$ cat config.mk
export PLATFORM = sky130hd
export DESIGN_NAME = dolc_top
export DESIGN_NICKNAME = d
export VERILOG_FILES = /design/src/logic/dolc_pkg.sv /design/src/logic/dolc_sat_if.sv /design/src/logic/dolc_sat_unit.sv /design/src/logic/dolc_top.sv
export VERILOG_INCLUDE_DIRS = /design/src /design/src/logic
export SDC_FILE = /design/constraint.sdc
export NUM_CORES = 1
export LEC_CHECK = 0
export BUFFER_PORTS_ARGS = -buffer_cell sky130_fd_sc_hd__buf_2
export CORE_MARGIN = 1.5
export CORE_UTILIZATION = 50
export DETAILED_ROUTE_END_ITERATION = 12
export PLACE_DENSITY = 0.79
export SLEW_MARGIN = 0
export SYNTH_ARGS = -nofsm -noshare
export SYNTH_HDL_FRONTEND = slang
export SYNTH_HIERARCHICAL = 1
export SYNTH_SLANG_ARGS = --single-unit
$ cat constraint.sdc
create_clock -name ref_clk -period 6.3 [get_ports ref_clk]
set_input_delay 0.315 -clock ref_clk [delete_from_list [all_inputs] [get_ports ref_clk]]
set_output_delay 0.315 -clock ref_clk [all_outputs]
set_load 0.01 [all_outputs]
$ cat src/logic/dolc_params.svh
// Constants for the demodulator offset loop configuration block.
// Assumes inclusion by bare name from files under logic/.
`ifndef DOLC_PARAMS_SVH
`define DOLC_PARAMS_SVH

// Register addresses
`define DOLC_ADDR_FREQ      8'h19
`define DOLC_ADDR_BSYNC     8'h1A
`define DOLC_ADDR_STATUS    8'h30

// Reset values and write mask
`define DOLC_FREQ_RESET     8'h36
`define DOLC_BSYNC_RESET    8'h6C
`define DOLC_FREQ_WR_MASK   8'h3F

// Frequency configuration fields
`define DOLC_F_GATE_BIT     5
`define DOLC_F_PREK_HI      4
`define DOLC_F_PREK_LO      3
`define DOLC_F_POSTK_BIT    2
`define DOLC_F_LIMIT_HI     1
`define DOLC_F_LIMIT_LO     0

// Clock recovery configuration fields
`define DOLC_B_PREKI_HI     7
`define DOLC_B_PREKI_LO     6
`define DOLC_B_PREKP_HI     5
`define DOLC_B_PREKP_LO     4
`define DOLC_B_POSTKI_BIT   3
`define DOLC_B_POSTKP_BIT   2
`define DOLC_B_LIMIT_HI     1
`define DOLC_B_LIMIT_LO     0

// Status fields
`define DOLC_S_LOCKED_BIT   0
`define DOLC_S_FROZEN_BIT   1
`define DOLC_S_FSAT_BIT     2
`define DOLC_S_RSAT_BIT     3

// Gains in half-unit steps: one unit reads as 4'h2
`define DOLC_GAIN_HALF      4'h1
`define DOLC_GAIN_UNIT      4'h2

// Saturation shifts: bandwidth/8,/4,/2 and rate 3.125,6.25,12.5 percent
`define DOLC_FSHIFT_1       3
`define DOLC_FSHIFT_2       2
`define DOLC_FSHIFT_3       1
`define DOLC_RSHIFT_1       5
`define DOLC_RSHIFT_2       4
`define DOLC_RSHIFT_3       3

`endif

$ cat src/logic/dolc_pkg.sv
// Types for the demodulator offset loop configuration block.
// Assumes nothing of its surroundings.
package dolc_pkg;

	typedef enum logic [1:0] {
		DOLC_SEARCH = 2'h0,
		DOLC_LOCKED = 2'h1
	} dolc_state_e;

	typedef logic [3:0] dolc_gain_t;
	typedef logic [1:0] dolc_limit_t;

endpackage

$ cat src/logic/dolc_sat_if.sv
// Carrier between the control core and the saturation unit.
// Assumes both ends run combinationally on the same clock.
`timescale 1ns/1ps
`default_nettype none
interface dolc_sat_if #(parameter int W = 16);
	logic [1:0]          freq_limit;
	logic [1:0]          rate_limit;
	logic signed [W-1:0] freq_in;
	logic signed [W-1:0] rate_in;
	logic [W-1:0]        channel_bandwidth;
	logic [W-1:0]        nominal_rate;
	logic signed [W-1:0] freq_out;
	logic signed [W-1:0] rate_out;
	logic                freq_sat;
	logic                rate_sat;

	modport core (output freq_limit, rate_limit, freq_in, rate_in, channel_bandwidth, nominal_rate,
		input freq_out, rate_out, freq_sat, rate_sat);
	modport sat (input freq_limit, rate_limit, freq_in, rate_in, channel_bandwidth, nominal_rate,
		output freq_out, rate_out, freq_sat, rate_sat);
endinterface
`default_nettype wire

$ cat src/logic/dolc_sat_unit.sv
// Saturation of frequency and data rate offset corrections.
// Assumes unsigned bandwidth and rate, signed offsets; purely combinational.
`timescale 1ns/1ps
`default_nettype none
module dolc_sat_unit #(
	parameter int W = 16
) (
	// Loop side
	dolc_sat_if.sat sif
);
	import dolc_pkg::*;
	`include "dolc_params.svh"

	function automatic logic [W-1:0] limit_of(input logic [W-1:0] base, input dolc_limit_t code,
		input int s1, input int s2, input int s3);
		logic [W-1:0] r;
		r = '0;
		if (code == 2'h1) begin
			r = base >> s1;
		end else if (code == 2'h2) begin
			r = base >> s2;
		end else if (code == 2'h3) begin
			r = base >> s3;
		end
		return r;
	endfunction

	// Limit is at least one shift down, so it always fits as a positive value
	function automatic logic signed [W-1:0] clamp(input logic signed [W-1:0] v, input logic [W-1:0] lim);
		logic signed [W:0] vx;
		logic signed [W:0] lx;
		logic signed [W:0] nx;
		logic signed [W-1:0] r;
		vx = {v[W-1], v};
		lx = $signed({1'b0, lim});
		nx = -lx;
		r  = v;
		if (vx > lx) begin
			r = $signed(lim);
		end else if (vx < nx) begin
			r = nx[W-1:0];
		end
		return r;
	endfunction

	logic [W-1:0] freq_lim;
	logic [W-1:0] rate_lim;

	always_comb begin
		freq_lim     = limit_of(sif.channel_bandwidth, sif.freq_limit,
			`DOLC_FSHIFT_1, `DOLC_FSHIFT_2, `DOLC_FSHIFT_3);
		rate_lim     = limit_of(sif.nominal_rate, sif.rate_limit,
			`DOLC_RSHIFT_1, `DOLC_RSHIFT_2, `DOLC_RSHIFT_3);
		sif.freq_out = clamp(sif.freq_in, freq_lim);
		sif.rate_out = clamp(sif.rate_in, rate_lim);
		sif.freq_sat = (sif.freq_out != sif.freq_in);
		sif.rate_sat = (sif.rate_out != sif.rate_in);
	end
endmodule
`default_nettype wire

$ cat src/logic/dolc_top.sv
// Control core of the frequency offset and clock recovery loop configuration.
// Assumes datapath inputs on ref_clk and a host port on the same clock.
//
// The strobed register port was decided locally.
`timescale 1ns/1ps
`default_nettype none
module dolc_top
	import dolc_pkg::*;
#(
	parameter int W = 16
) (
	// Clock and reset
	input  wire logic                ref_clk,
	input  wire logic                rst,
	// Register port
	input  wire logic [7:0]          reg_addr,
	input  wire logic [7:0]          reg_wdata,
	input  wire logic                reg_wr,
	input  wire logic                reg_rd,
	output var  logic [7:0]          reg_rdata,
	// Demodulator datapath
	input  wire logic                rx_start,
	input  wire logic                sync_detected,
	input  wire logic                carrier_sense,
	input  wire logic                loop_update,
	input  wire logic signed [W-1:0] freq_offset_est,
	input  wire logic signed [W-1:0] rate_offset_est,
	input  wire logic [W-1:0]        channel_bandwidth,
	input  wire logic [W-1:0]        nominal_rate,
	// Loop controls
	output var  logic [3:0]          freq_gain,
	output var  logic [3:0]          clkrec_integral_gain,
	output var  logic [3:0]          clkrec_proportional_gain,
	output var  logic signed [W-1:0] freq_correction,
	output var  logic signed [W-1:0] rate_correction,
	output var  logic                freq_comp_enable,
	output var  logic                rate_comp_enable,
	output var  logic                loops_frozen,
	output var  logic                post_sync
);
	`include "dolc_params.svh"

	////////////////////////////////////////////////////////////////////////
	// Helpers

	// Pre-sync code n selects (n+1) units, in half-unit steps
	function automatic dolc_gain_t pre_gain(input dolc_limit_t code);
		dolc_gain_t g;
		g = {1'b0, code, 1'b0} + `DOLC_GAIN_UNIT;
		return g;
	endfunction

	function automatic dolc_gain_t pick_gain(input logic locked, input logic post_bit,
		input dolc_gain_t pre, input dolc_gain_t post);
		dolc_gain_t g;
		g = pre;
		if (locked && post_bit) begin
			g = post;
		end
		return g;
	endfunction

	////////////////////////////////////////////////////////////////////////
	// Configuration registers

	logic [7:0] freq_cfg_ff;
	logic [7:0] nxt_freq_cfg;
	logic [7:0] bsync_cfg_ff;
	logic [7:0] nxt_bsync_cfg;
	logic [7:0] rdata_ff;
	logic [7:0] nxt_rdata;
	logic [7:0] status_word;

	always_comb begin
		nxt_freq_cfg  = freq_cfg_ff;
		nxt_bsync_cfg = bsync_cfg_ff;
		if (reg_wr) begin
			if (reg_addr == `DOLC_ADDR_FREQ) begin
				nxt_freq_cfg = reg_wdata & `DOLC_FREQ_WR_MASK;
			end else if (reg_addr == `DOLC_ADDR_BSYNC) begin
				nxt_bsync_cfg = reg_wdata;
			end
		end
	end

	always_comb begin
		nxt_rdata = 8'h00;
		if (reg_rd) begin
			if (reg_addr == `DOLC_ADDR_FREQ) begin
				nxt_rdata = freq_cfg_ff & `DOLC_FREQ_WR_MASK;
			end else if (reg_addr == `DOLC_ADDR_BSYNC) begin
				nxt_rdata = bsync_cfg_ff;
			end else if (reg_addr == `DOLC_ADDR_STATUS) begin
				nxt_rdata = status_word;
			end
		end
	end

	always_ff @(posedge ref_clk or posedge rst) begin
		if (rst) begin
			freq_cfg_ff  <= `DOLC_FREQ_RESET;
			bsync_cfg_ff <= `DOLC_BSYNC_RESET;
			rdata_ff     <= 8'h00;
		end else begin
			freq_cfg_ff  <= nxt_freq_cfg;
			bsync_cfg_ff <= nxt_bsync_cfg;
			rdata_ff     <= nxt_rdata;
		end
	end

	assign reg_rdata = rdata_ff;

	////////////////////////////////////////////////////////////////////////
	// Field views

	logic        cs_gate;
	dolc_limit_t f_prek;
	logic        f_postk;
	dolc_limit_t f_limit;
	dolc_limit_t b_preki;
	dolc_limit_t b_prekp;
	logic        b_postki;
	logic        b_postkp;
	dolc_limit_t b_limit;

	always_comb begin
		cs_gate  = freq_cfg_ff[`DOLC_F_GATE_BIT];
		f_prek   = freq_cfg_ff[`DOLC_F_PREK_HI:`DOLC_F_PREK_LO];
		f_postk  = freq_cfg_ff[`DOLC_F_POSTK_BIT];
		f_limit  = freq_cfg_ff[`DOLC_F_LIMIT_HI:`DOLC_F_LIMIT_LO];
		b_preki  = bsync_cfg_ff[`DOLC_B_PREKI_HI:`DOLC_B_PREKI_LO];
		b_prekp  = bsync_cfg_ff[`DOLC_B_PREKP_HI:`DOLC_B_PREKP_LO];
		b_postki = bsync_cfg_ff[`DOLC_B_POSTKI_BIT];
		b_postkp = bsync_cfg_ff[`DOLC_B_POSTKP_BIT];
		b_limit  = bsync_cfg_ff[`DOLC_B_LIMIT_HI:`DOLC_B_LIMIT_LO];
	end

	////////////////////////////////////////////////////////////////////////
	// Reception phase

	dolc_state_e state_ff;
	dolc_state_e nxt_state;

	// A new reception wins over a sync hit in the same cycle
	always_comb begin
		nxt_state = state_ff;
		case (state_ff)
			DOLC_SEARCH: begin
				if (!rx_start && sync_detected) begin
					nxt_state = DOLC_LOCKED;
				end
			end
			DOLC_LOCKED: begin
				if (rx_start) begin
					nxt_state = DOLC_SEARCH;
				end
			end
			default: begin
				nxt_state = DOLC_SEARCH;
			end
		endcase
	end

	always_ff @(posedge ref_clk or posedge rst) begin
		if (rst) begin
			state_ff <= DOLC_SEARCH;
		end else begin
			state_ff <= nxt_state;
		end
	end

	logic locked;
	assign locked = (state_ff == DOLC_LOCKED);

	////////////////////////////////////////////////////////////////////////
	// Freeze until carrier

	logic frozen_ff;
	logic nxt_frozen;

	// Level view; carrier sense comes from the datapath on this clock
	always_comb begin
		nxt_frozen = cs_gate && !carrier_sense;
	end

	always_ff @(posedge ref_clk or posedge rst) begin
		if (rst) begin
			frozen_ff <= 1'b1;
		end else begin
			frozen_ff <= nxt_frozen;
		end
	end

	////////////////////////////////////////////////////////////////////////
	// Saturation unit

	dolc_sat_if #(.W(W)) sif ();

	always_comb begin
		sif.freq_limit        = f_limit;
		sif.rate_limit        = b_limit;
		sif.freq_in           = freq_offset_est;
		sif.rate_in           = rate_offset_est;
		sif.channel_bandwidth = channel_bandwidth;
		sif.nominal_rate      = nominal_rate;
	end

	dolc_sat_unit #(.W(W)) u_sat (
		.sif (sif.sat)
	);

	////////////////////////////////////////////////////////////////////////
	// Loop outputs

	dolc_gain_t          fgain_ff;
	dolc_gain_t          nxt_fgain;
	dolc_gain_t          kigain_ff;
	dolc_gain_t          nxt_kigain;
	dolc_gain_t          kpgain_ff;
	dolc_gain_t          nxt_kpgain;
	logic signed [W-1:0] fcorr_ff;
	logic signed [W-1:0] nxt_fcorr;
	logic signed [W-1:0] rcorr_ff;
	logic signed [W-1:0] nxt_rcorr;
	logic                fen_ff;
	logic                nxt_fen;
	logic                ren_ff;
	logic                nxt_ren;
	logic                fsat_ff;
	logic                nxt_fsat;
	logic                rsat_ff;
	logic                nxt_rsat;
	logic                lock_out_ff;
	logic                nxt_lock_out;
	logic                advance;

	// Frozen loops hold every correction and gain as they stand
	assign advance = loop_update && !nxt_frozen;

	always_comb begin
		nxt_fgain    = fgain_ff;
		nxt_kigain   = kigain_ff;
		nxt_kpgain   = kpgain_ff;
		nxt_fcorr    = fcorr_ff;
		nxt_rcorr    = rcorr_ff;
		nxt_fen      = fen_ff;
		nxt_ren      = ren_ff;
		nxt_fsat     = fsat_ff;
		nxt_rsat     = rsat_ff;
		nxt_lock_out = locked;
		// Sampled only on a loop update so a mid-update write cannot tear a step
		if (advance) begin
			nxt_fgain  = pick_gain(locked, f_postk, pre_gain(f_prek), `DOLC_GAIN_HALF);
			nxt_kigain = pick_gain(locked, b_postki, pre_gain(b_preki), `DOLC_GAIN_HALF);
			nxt_kpgain = pick_gain(locked, b_postkp, pre_gain(b_prekp), `DOLC_GAIN_UNIT);
			nxt_fcorr  = sif.freq_out;
			nxt_rcorr  = sif.rate_out;
			nxt_fen    = (f_limit != 2'h0);
			nxt_ren    = (b_limit != 2'h0);
			nxt_fsat   = sif.freq_sat;
			nxt_rsat   = sif.rate_sat;
		end
	end

	always_ff @(posedge ref_clk or posedge rst) begin
		if (rst) begin
			fgain_ff    <= 4'h6;
			kigain_ff   <= 4'h4;
			kpgain_ff   <= 4'h6;
			fcorr_ff    <= '0;
			rcorr_ff    <= '0;
			fen_ff      <= 1'b1;
			ren_ff      <= 1'b0;
			fsat_ff     <= 1'b0;
			rsat_ff     <= 1'b0;
			lock_out_ff <= 1'b0;
		end else begin
			fgain_ff    <= nxt_fgain;
			kigain_ff   <= nxt_kigain;
			kpgain_ff   <= nxt_kpgain;
			fcorr_ff    <= nxt_fcorr;
			rcorr_ff    <= nxt_rcorr;
			fen_ff      <= nxt_fen;
			ren_ff      <= nxt_ren;
			fsat_ff     <= nxt_fsat;
			rsat_ff     <= nxt_rsat;
			lock_out_ff <= nxt_lock_out;
		end
	end

	always_comb begin
		status_word = 8'h00;
		status_word[`DOLC_S_LOCKED_BIT] = locked;
		status_word[`DOLC_S_FROZEN_BIT] = frozen_ff;
		status_word[`DOLC_S_FSAT_BIT]   = fsat_ff;
		status_word[`DOLC_S_RSAT_BIT]   = rsat_ff;
	end

	assign freq_gain                = fgain_ff;
	assign clkrec_integral_gain     = kigain_ff;
	assign clkrec_proportional_gain = kpgain_ff;
	assign freq_correction          = fcorr_ff;
	assign rate_correction          = rcorr_ff;
	assign freq_comp_enable         = fen_ff;
	assign rate_comp_enable         = ren_ff;
	assign loops_frozen             = frozen_ff;
	assign post_sync                = lock_out_ff;

endmodule
`default_nettype wire

# ---- Word-level counts from Yosys, hierarchy flattened
# Cells that the tools add are included.
dict set report word_totals {
  ff_bits 74
  word_cells 74
  in_bits 88
}
dict set report classes {
  add_sub_neg 5
  eq_ne 14
  order_cmp 4
  muxes 20
  bitwise 1
  n_reduce_logical 15
}
# cell count
set ops {}
lappend ops {{two-way mux 16 bit} 6}
lappend ops {{two-way mux 15 bit} 3}
lappend ops {{less-than comparator 16 x 17 -> 1 bit} 2}
lappend ops {{negation 16 -> 17 bit} 2}
lappend ops {{inequality test 16 bit} 2}
lappend ops {{two-way mux 8 bit} 3}
lappend ops {{> comparator 16 x 17 -> 1 bit} 1}
lappend ops {{equality test 8 x 5 -> 1 bit (second input constant)} 2}
lappend ops {{> comparator 16 bit} 1}
lappend ops {{two-way mux 4 bit} 4}
lappend ops {{two-way mux 13 bit} 1}
lappend ops {{adder 3 x 2 -> 4 bit (second input constant)} 3}
lappend ops {{equality test 2 bit (second input constant)} 4}
lappend ops {{equality test 8 x 6 -> 1 bit (second input constant)} 1}
lappend ops {{equality test 2 x 1 -> 1 bit (second input constant)} 3}
lappend ops {{logical AND 1 bit} 6}
lappend ops {{two-way mux 2 bit} 2}
lappend ops {{inequality test 2 bit (second input constant)} 2}
lappend ops {{case mux 2 bit (2 select lines)} 1}
lappend ops {{AND reduction 2 bit} 2}
lappend ops {{nonzero test 2 bit} 2}
lappend ops {{logical NOT 1 bit} 3}
lappend ops {{AND reduction 3 bit} 1}
lappend ops {{logical NOT 2 bit} 1}
lappend ops {{NOT 1 bit} 1}

# ---- Depth between registers and ports, before layout
dict set report depth {
  ltp_word 9
  depth_mapped 25
  mapped_depth_nobuf 18
}

# ---- Cells and area by module
# The synthesis kept the hierarchy.
# module n_inst area_each_um2 cells_each
set modules_own_cells {}
lappend modules_own_cells {dolc_sat_unit 1 4623.2 654}
lappend modules_own_cells {dolc_top 1 2989.1 212}

# ---- Worst setup path after synthesis
# OpenSTA, ideal clock, no wires.
dict set report synth_timing {
  kind {flip-flop to flip-flop}
  start {register freq_cfg_ff[1]}
  end {register fcorr_ff[15] (netlist: freq_correction[15])}
  n_path_buf 6
  path_slack_ns 1.208
  path_stages_with_launch 22
  t_arrival_ns 4.967
  t_required_ns 6.175
  path_cell_list {dfstp_2 -> buf_6 -> buf_12 -> buf_6 -> buf_6 -> mux2i_1 -> nor2_1 -> a31oi_1 -> ha_1 -> clkbuf_1 -> o311ai_2 -> nor3_1 -> xnor2_1 -> ha_1 -> a21o_1 -> a21o_1 -> a21oi_1 -> o21ai_0 -> a211oi_1 -> clkbuf_1 -> a211oi_1 -> mux2_2}
}
dict set report synth_via {
  elab_chain_len 8
  elab_cells_between_ends 11
  classes_between {add/sub (1); order compare (2); eq/ne (3); mux (5)}
}
# item line
set synth_lines {}
lappend synth_lines {{start, declared} dolc_top.sv:66} ;# logic [7:0] freq_cfg_ff;
lappend synth_lines {{start signal, assigned} dolc_top.sv:101} ;# freq_cfg_ff <= `DOLC_FREQ_RESET;
lappend synth_lines {{start signal, assigned} dolc_top.sv:105} ;# freq_cfg_ff <= nxt_freq_cfg;
lappend synth_lines {{equality test 2 bit} dolc_sat_unit.sv:22} ;# end else if (code == 2'h3) begin
lappend synth_lines {{two-way mux 15 bit} dolc_sat_unit.sv:22}
lappend synth_lines {{two-way mux 15 bit} dolc_sat_unit.sv:20} ;# end else if (code == 2'h2) begin
lappend synth_lines {{two-way mux 15 bit *} dolc_sat_unit.sv:18} ;# if (code == 2'h1) begin
lappend synth_lines {{negation 16 -> 17 bit} dolc_sat_unit.sv:36} ;# nx = -lx;
lappend synth_lines {{less-than comparator 16 x 17 -> 1 bit} dolc_sat_unit.sv:40} ;# end else if (vx < nx) begin
lappend synth_lines {{two-way mux 16 bit} dolc_sat_unit.sv:40}
lappend synth_lines {{two-way mux 16 bit *} dolc_sat_unit.sv:38} ;# if (vx > lx) begin
lappend synth_lines {{net sif.freq_out[15]} dolc_sat_if.sv:12} ;# logic signed [W-1:0] freq_out;
lappend synth_lines {{end signal, assigned} dolc_top.sv:281} ;# fcorr_ff <= nxt_fcorr;
lappend synth_lines {{end, declared} dolc_top.sv:221} ;# logic signed [W-1:0] fcorr_ff;
# The timed path passes the listed nets; every way through them passes the cells marked *.
# A chain may end at the register's enable or synchronous reset.

# ---- Final worst setup path
dict set report layout_timing {
  start {register freq_cfg_ff[1]}
  end {register fsat_ff}
}
dict set report layout_via {
  elab_chain_len 9
  elab_cells_between_ends 12
  classes_between {add/sub (1); order compare (2); eq/ne (4); mux (5)}
}
# item line
set layout_lines {}
lappend layout_lines {{equality test 2 bit} dolc_sat_unit.sv:22}
lappend layout_lines {{two-way mux 15 bit} dolc_sat_unit.sv:22}
lappend layout_lines {{two-way mux 15 bit} dolc_sat_unit.sv:20}
lappend layout_lines {{two-way mux 15 bit *} dolc_sat_unit.sv:18}
lappend layout_lines {{negation 16 -> 17 bit} dolc_sat_unit.sv:36}
lappend layout_lines {{less-than comparator 16 x 17 -> 1 bit} dolc_sat_unit.sv:40}
lappend layout_lines {{two-way mux 16 bit} dolc_sat_unit.sv:40}
lappend layout_lines {{two-way mux 16 bit *} dolc_sat_unit.sv:38}
lappend layout_lines {{inequality test 16 bit *} dolc_sat_unit.sv:56} ;# sif.freq_sat = (sif.freq_out != sif.freq_in);
lappend layout_lines {{net sif.freq_sat} dolc_sat_if.sv:14} ;# logic freq_sat;
lappend layout_lines {{end signal, assigned} dolc_top.sv:285} ;# fsat_ff <= nxt_fsat;
lappend layout_lines {{end, declared} dolc_top.sv:229} ;# logic fsat_ff;
# Marked as above.

==> results.md <==
- Hold Path Class: input port to flop
- Max-slew headroom: 0.363
- Leak: 0.00373 uW
- Synth Register Bits: 72
- Fin crit share: 0.857
- Clock Pin Slew Worst Setup and Hold Paths: 0.06 ns
- Delay of the slowest critical-path stage: 0.78 ns
- Crit Path Class: flop to flop
- Global Route Usage Sum: 0.263
- Routed length per placed instance: 18.3 um
- Predominant post-synthesis flop cell: dfrtp_1
- Total gr overflow: 0
- # setup viols final: 0
- Min setup slack post-route: 0.902 ns
- Hold Buf Count CTS: 0
- Fin cells: 1162
- Pwr per Cell Area: 248 nW/um^2
- Synth area leaders: dfrtp_1, ha_1, mux2_2, a21oi_1, dfstp_2
- Storage element area: 1820 um^2
- Die X: 126 um
- Cts bufs inserted: 9
- Final min period: 5.40 ns
- Drt first pass iters: 6
- Leading cell types by count after synthesis: a21oi_1, ha_1, dfrtp_1, mux2_2, nor2_1
- Crit start category: flop
- Async set-reset flop share out of synthesis: 1.00
- Post-CTS resize count: 0
- Multi-input logic area: 5380 um^2
- Sink Count: 72
- Status: finished clean
- Syn nets: 1018
- GPL Wtd Cong: 0.942
- Worst Path Max Fanout: 42
- Yosys warning total: 6
- Die height: 126 um
- DP Worst Slack: 1.04 ns
- Combinational share of power: 0.491
- RSZ-0062 raised after global routing: false
- Root Driver: clkbuf_16
- Distinct cell type count after synthesis: 89
- FILL cells: 1301
- CP Capture Type: flop
- Post-CTS Setup Inserts: 0
- Clk_skew: 0.00771 ns
- Sequential Power Share: 0.279
- Worst path required time: 6.52 ns
- CP most frequent cell: ha_1
- EDFF count, synth: 0
- Layout area overhead: 13.1%
- Max-cap violations: 0
- Deepest clock path buffer count: 2
- Routed wire length: 21300 um
- P_sw: 877 uW
- CTS tree: done
- PortBufs: 138
- Slowest cell on the critical path: a211o_1
- Post-synthesis sequential area ratio: 0.239
- Net Sw Frac: 0.411
- Tightest Pin Transition: 0.956 ns
- Final setup TNS: 0 ns
- Share of layout cells above drive strength 1: 0.278
- Synth area leader: dfrtp_1
- Worst vdd ir: 0.199 mV
- Largest net degree at the start of global routing: 73
- Synth top area share: 0.187
- Htree depth: 3
- # DRC: 0
- Row cnt: 44
- Post-Synthesis Cells: 866
- Routed via count: 7290
- Die area: 16000 um^2
- Number of global-route vias before repair: 6756
- Core ar.: 14700 um^2
- Dpl hpwl: 16100 um
- Arrival @ worst endpoint: 5.62 ns
- Drt first-iter violations: 714
- Clk Latency, worst-skew pair: 0.34 ns
- Count leader, synth: a21oi_1
- Clock power frac: 0.230
- Diode count: 0
- Initial antenna violation count: 0
- Crit path cell chain: buf_4 -> mux2i_1 -> o21ai_2 -> inv_1 -> ha_1 -> nor2b_1 -> nand4_1 -> xor2_1 -> ha_1 -> and4_1 -> nand2_1 -> a21oi_1 -> a211o_1 -> nor2_1 -> a22oi_2 -> o211ai_2 -> mux2_2
- Final ANT Viol Nets: 0
- Final #Nets: 1125
- Initial Util: 0.518
- P_int: 1260 uW
- DR vias/cell: 6.27
- # IOs: 144
- Fmax: 185 MHz
- Inst Count DP: 1146
- Fin. max-slew vios: 0
- First-pass GRT wire length: 33700 um
- Synthesized area: 7610 um^2
- Syn Area/Cell: 8.79 um^2
- Hold Vio Cnt, Final: 0
[placed cells by master, fill, tap and decap left out, types with 12 or more instances in the layout]
master,n
nand3_1,14
dfrtp_1,57
mux2i_1,32
nor2_1,53
ha_1,64
mux2_2,56
xor2_1,22
o22ai_1,17
a31oi_1,12
xnor2_1,39
inv_1,26
a21oi_1,85
buf_2,138
dfstp_2,15
o21ai_0,37
nand2_1,51
nor3_1,27
[path summary, 6_finish.rpt]
kind / startpoint / slack, ns / endpoint / cells after the start
min in group asynchronous: rst / 0.26 / state_ff[0] / 3
worst max register to register: freq_cfg_ff[1] / 0.90 / fsat_ff / 17
worst min-delay path: rx_start / 0.13 / state_ff[0] / 2
max in group asynchronous: rst / 5.44 / rate_correction[10] / 3
worst max-delay path: freq_cfg_ff[1] / 0.90 / fsat_ff / 17
worst min register to register: freq_correction[8] / 0.50 / freq_correction[8] / 1
[worst max-delay path, delay by kind of cell, from the launching register on]
kind                     cells  cell delay (ns)
AND/OR/NAND/NOR              5             1.34
flip-flops                   1             0.56
AO/OA/AOI/OAI                5             1.41
buffers and inverters        2             0.52
multiplexers                 2             0.57
adder cells (fa/ha/maj)      2             0.63
XOR/XNOR                     1             0.24
[sequential cells by signal, indices dropped and copies added (netlist names), 3 cells and up]
| register | cells |
|---|---|
| bsync_cfg_ff | 8 |
| rate_correction | 16 |
| freq_gain | 4 |
| freq_cfg_ff | 6 |
| clkrec_integral_gain | 4 |
| clkrec_proportional_gain | 3 |
| freq_correction | 16 |
| reg_rdata | 8 |
[area by class of cell]
cell class	instances	area share
clock inverters	7	0.00741
flip-flops and latches	72	0.211
repair buffers	149	0.0898
clock buffers	9	0.0262
inverters	31	0.0135
multi-input cells	710	0.625
well taps	184	0.0267
[power by group through the flow]
stage / Sequential (uW) / Clock [uW] / Combinational (uW)
floorplan: 628 / 0 / 705
global placement: 602 / 0 / 1010
detailed placement: 605 / 0 / 1030
CTS: 598 / 503 / 1030
global route: 607 / 526 / 1150
finish: 596 / 491 / 1050
[metal layers]
layer  wire length [um]  global-route usage
met5                  0                   0
met1               8980               0.344
met3               1610              0.0468
met2              10300               0.450
met4                399              0.0683
[kinds of logic (layout without fill, tap and decap cells)]
| kind of cell | count (synthesis) | count (layout) | share of synthesized area |
|---|---|---|---|
| adder cells (fa/ha/maj) | 65 | 65 | 0.107 |
| buffers and inverters | 84 | 196 | 0.0547 |
| XOR/XNOR | 64 | 64 | 0.0774 |
| flip-flops | 72 | 72 | 0.239 |
| AND/OR/NAND/NOR | 236 | 236 | 0.174 |
| multiplexers | 90 | 90 | 0.130 |
| AO/OA/AOI/OAI | 254 | 254 | 0.217 |
| other | 1 | 1 | 0.000493 |
[metrics by stage]
step / power [uW] / hold slack (ns) / area [um^2] / utilization
5_1_grt: 2280 / 0.116 / 8610 / 0.586
3_5_place_dp: 1630 / 0.477 / 8320 / 0.566
2_1_floorplan: 1330 / 0.381 / 7610 / -
3_3_place_gp: 1610 / 0.466 / 8320 / 0.566
4_1_cts: 2130 / 0.113 / 8610 / 0.586
6_report: 2140 / 0.126 / 8610 / 0.586
(Power assumes the default switching activity.)
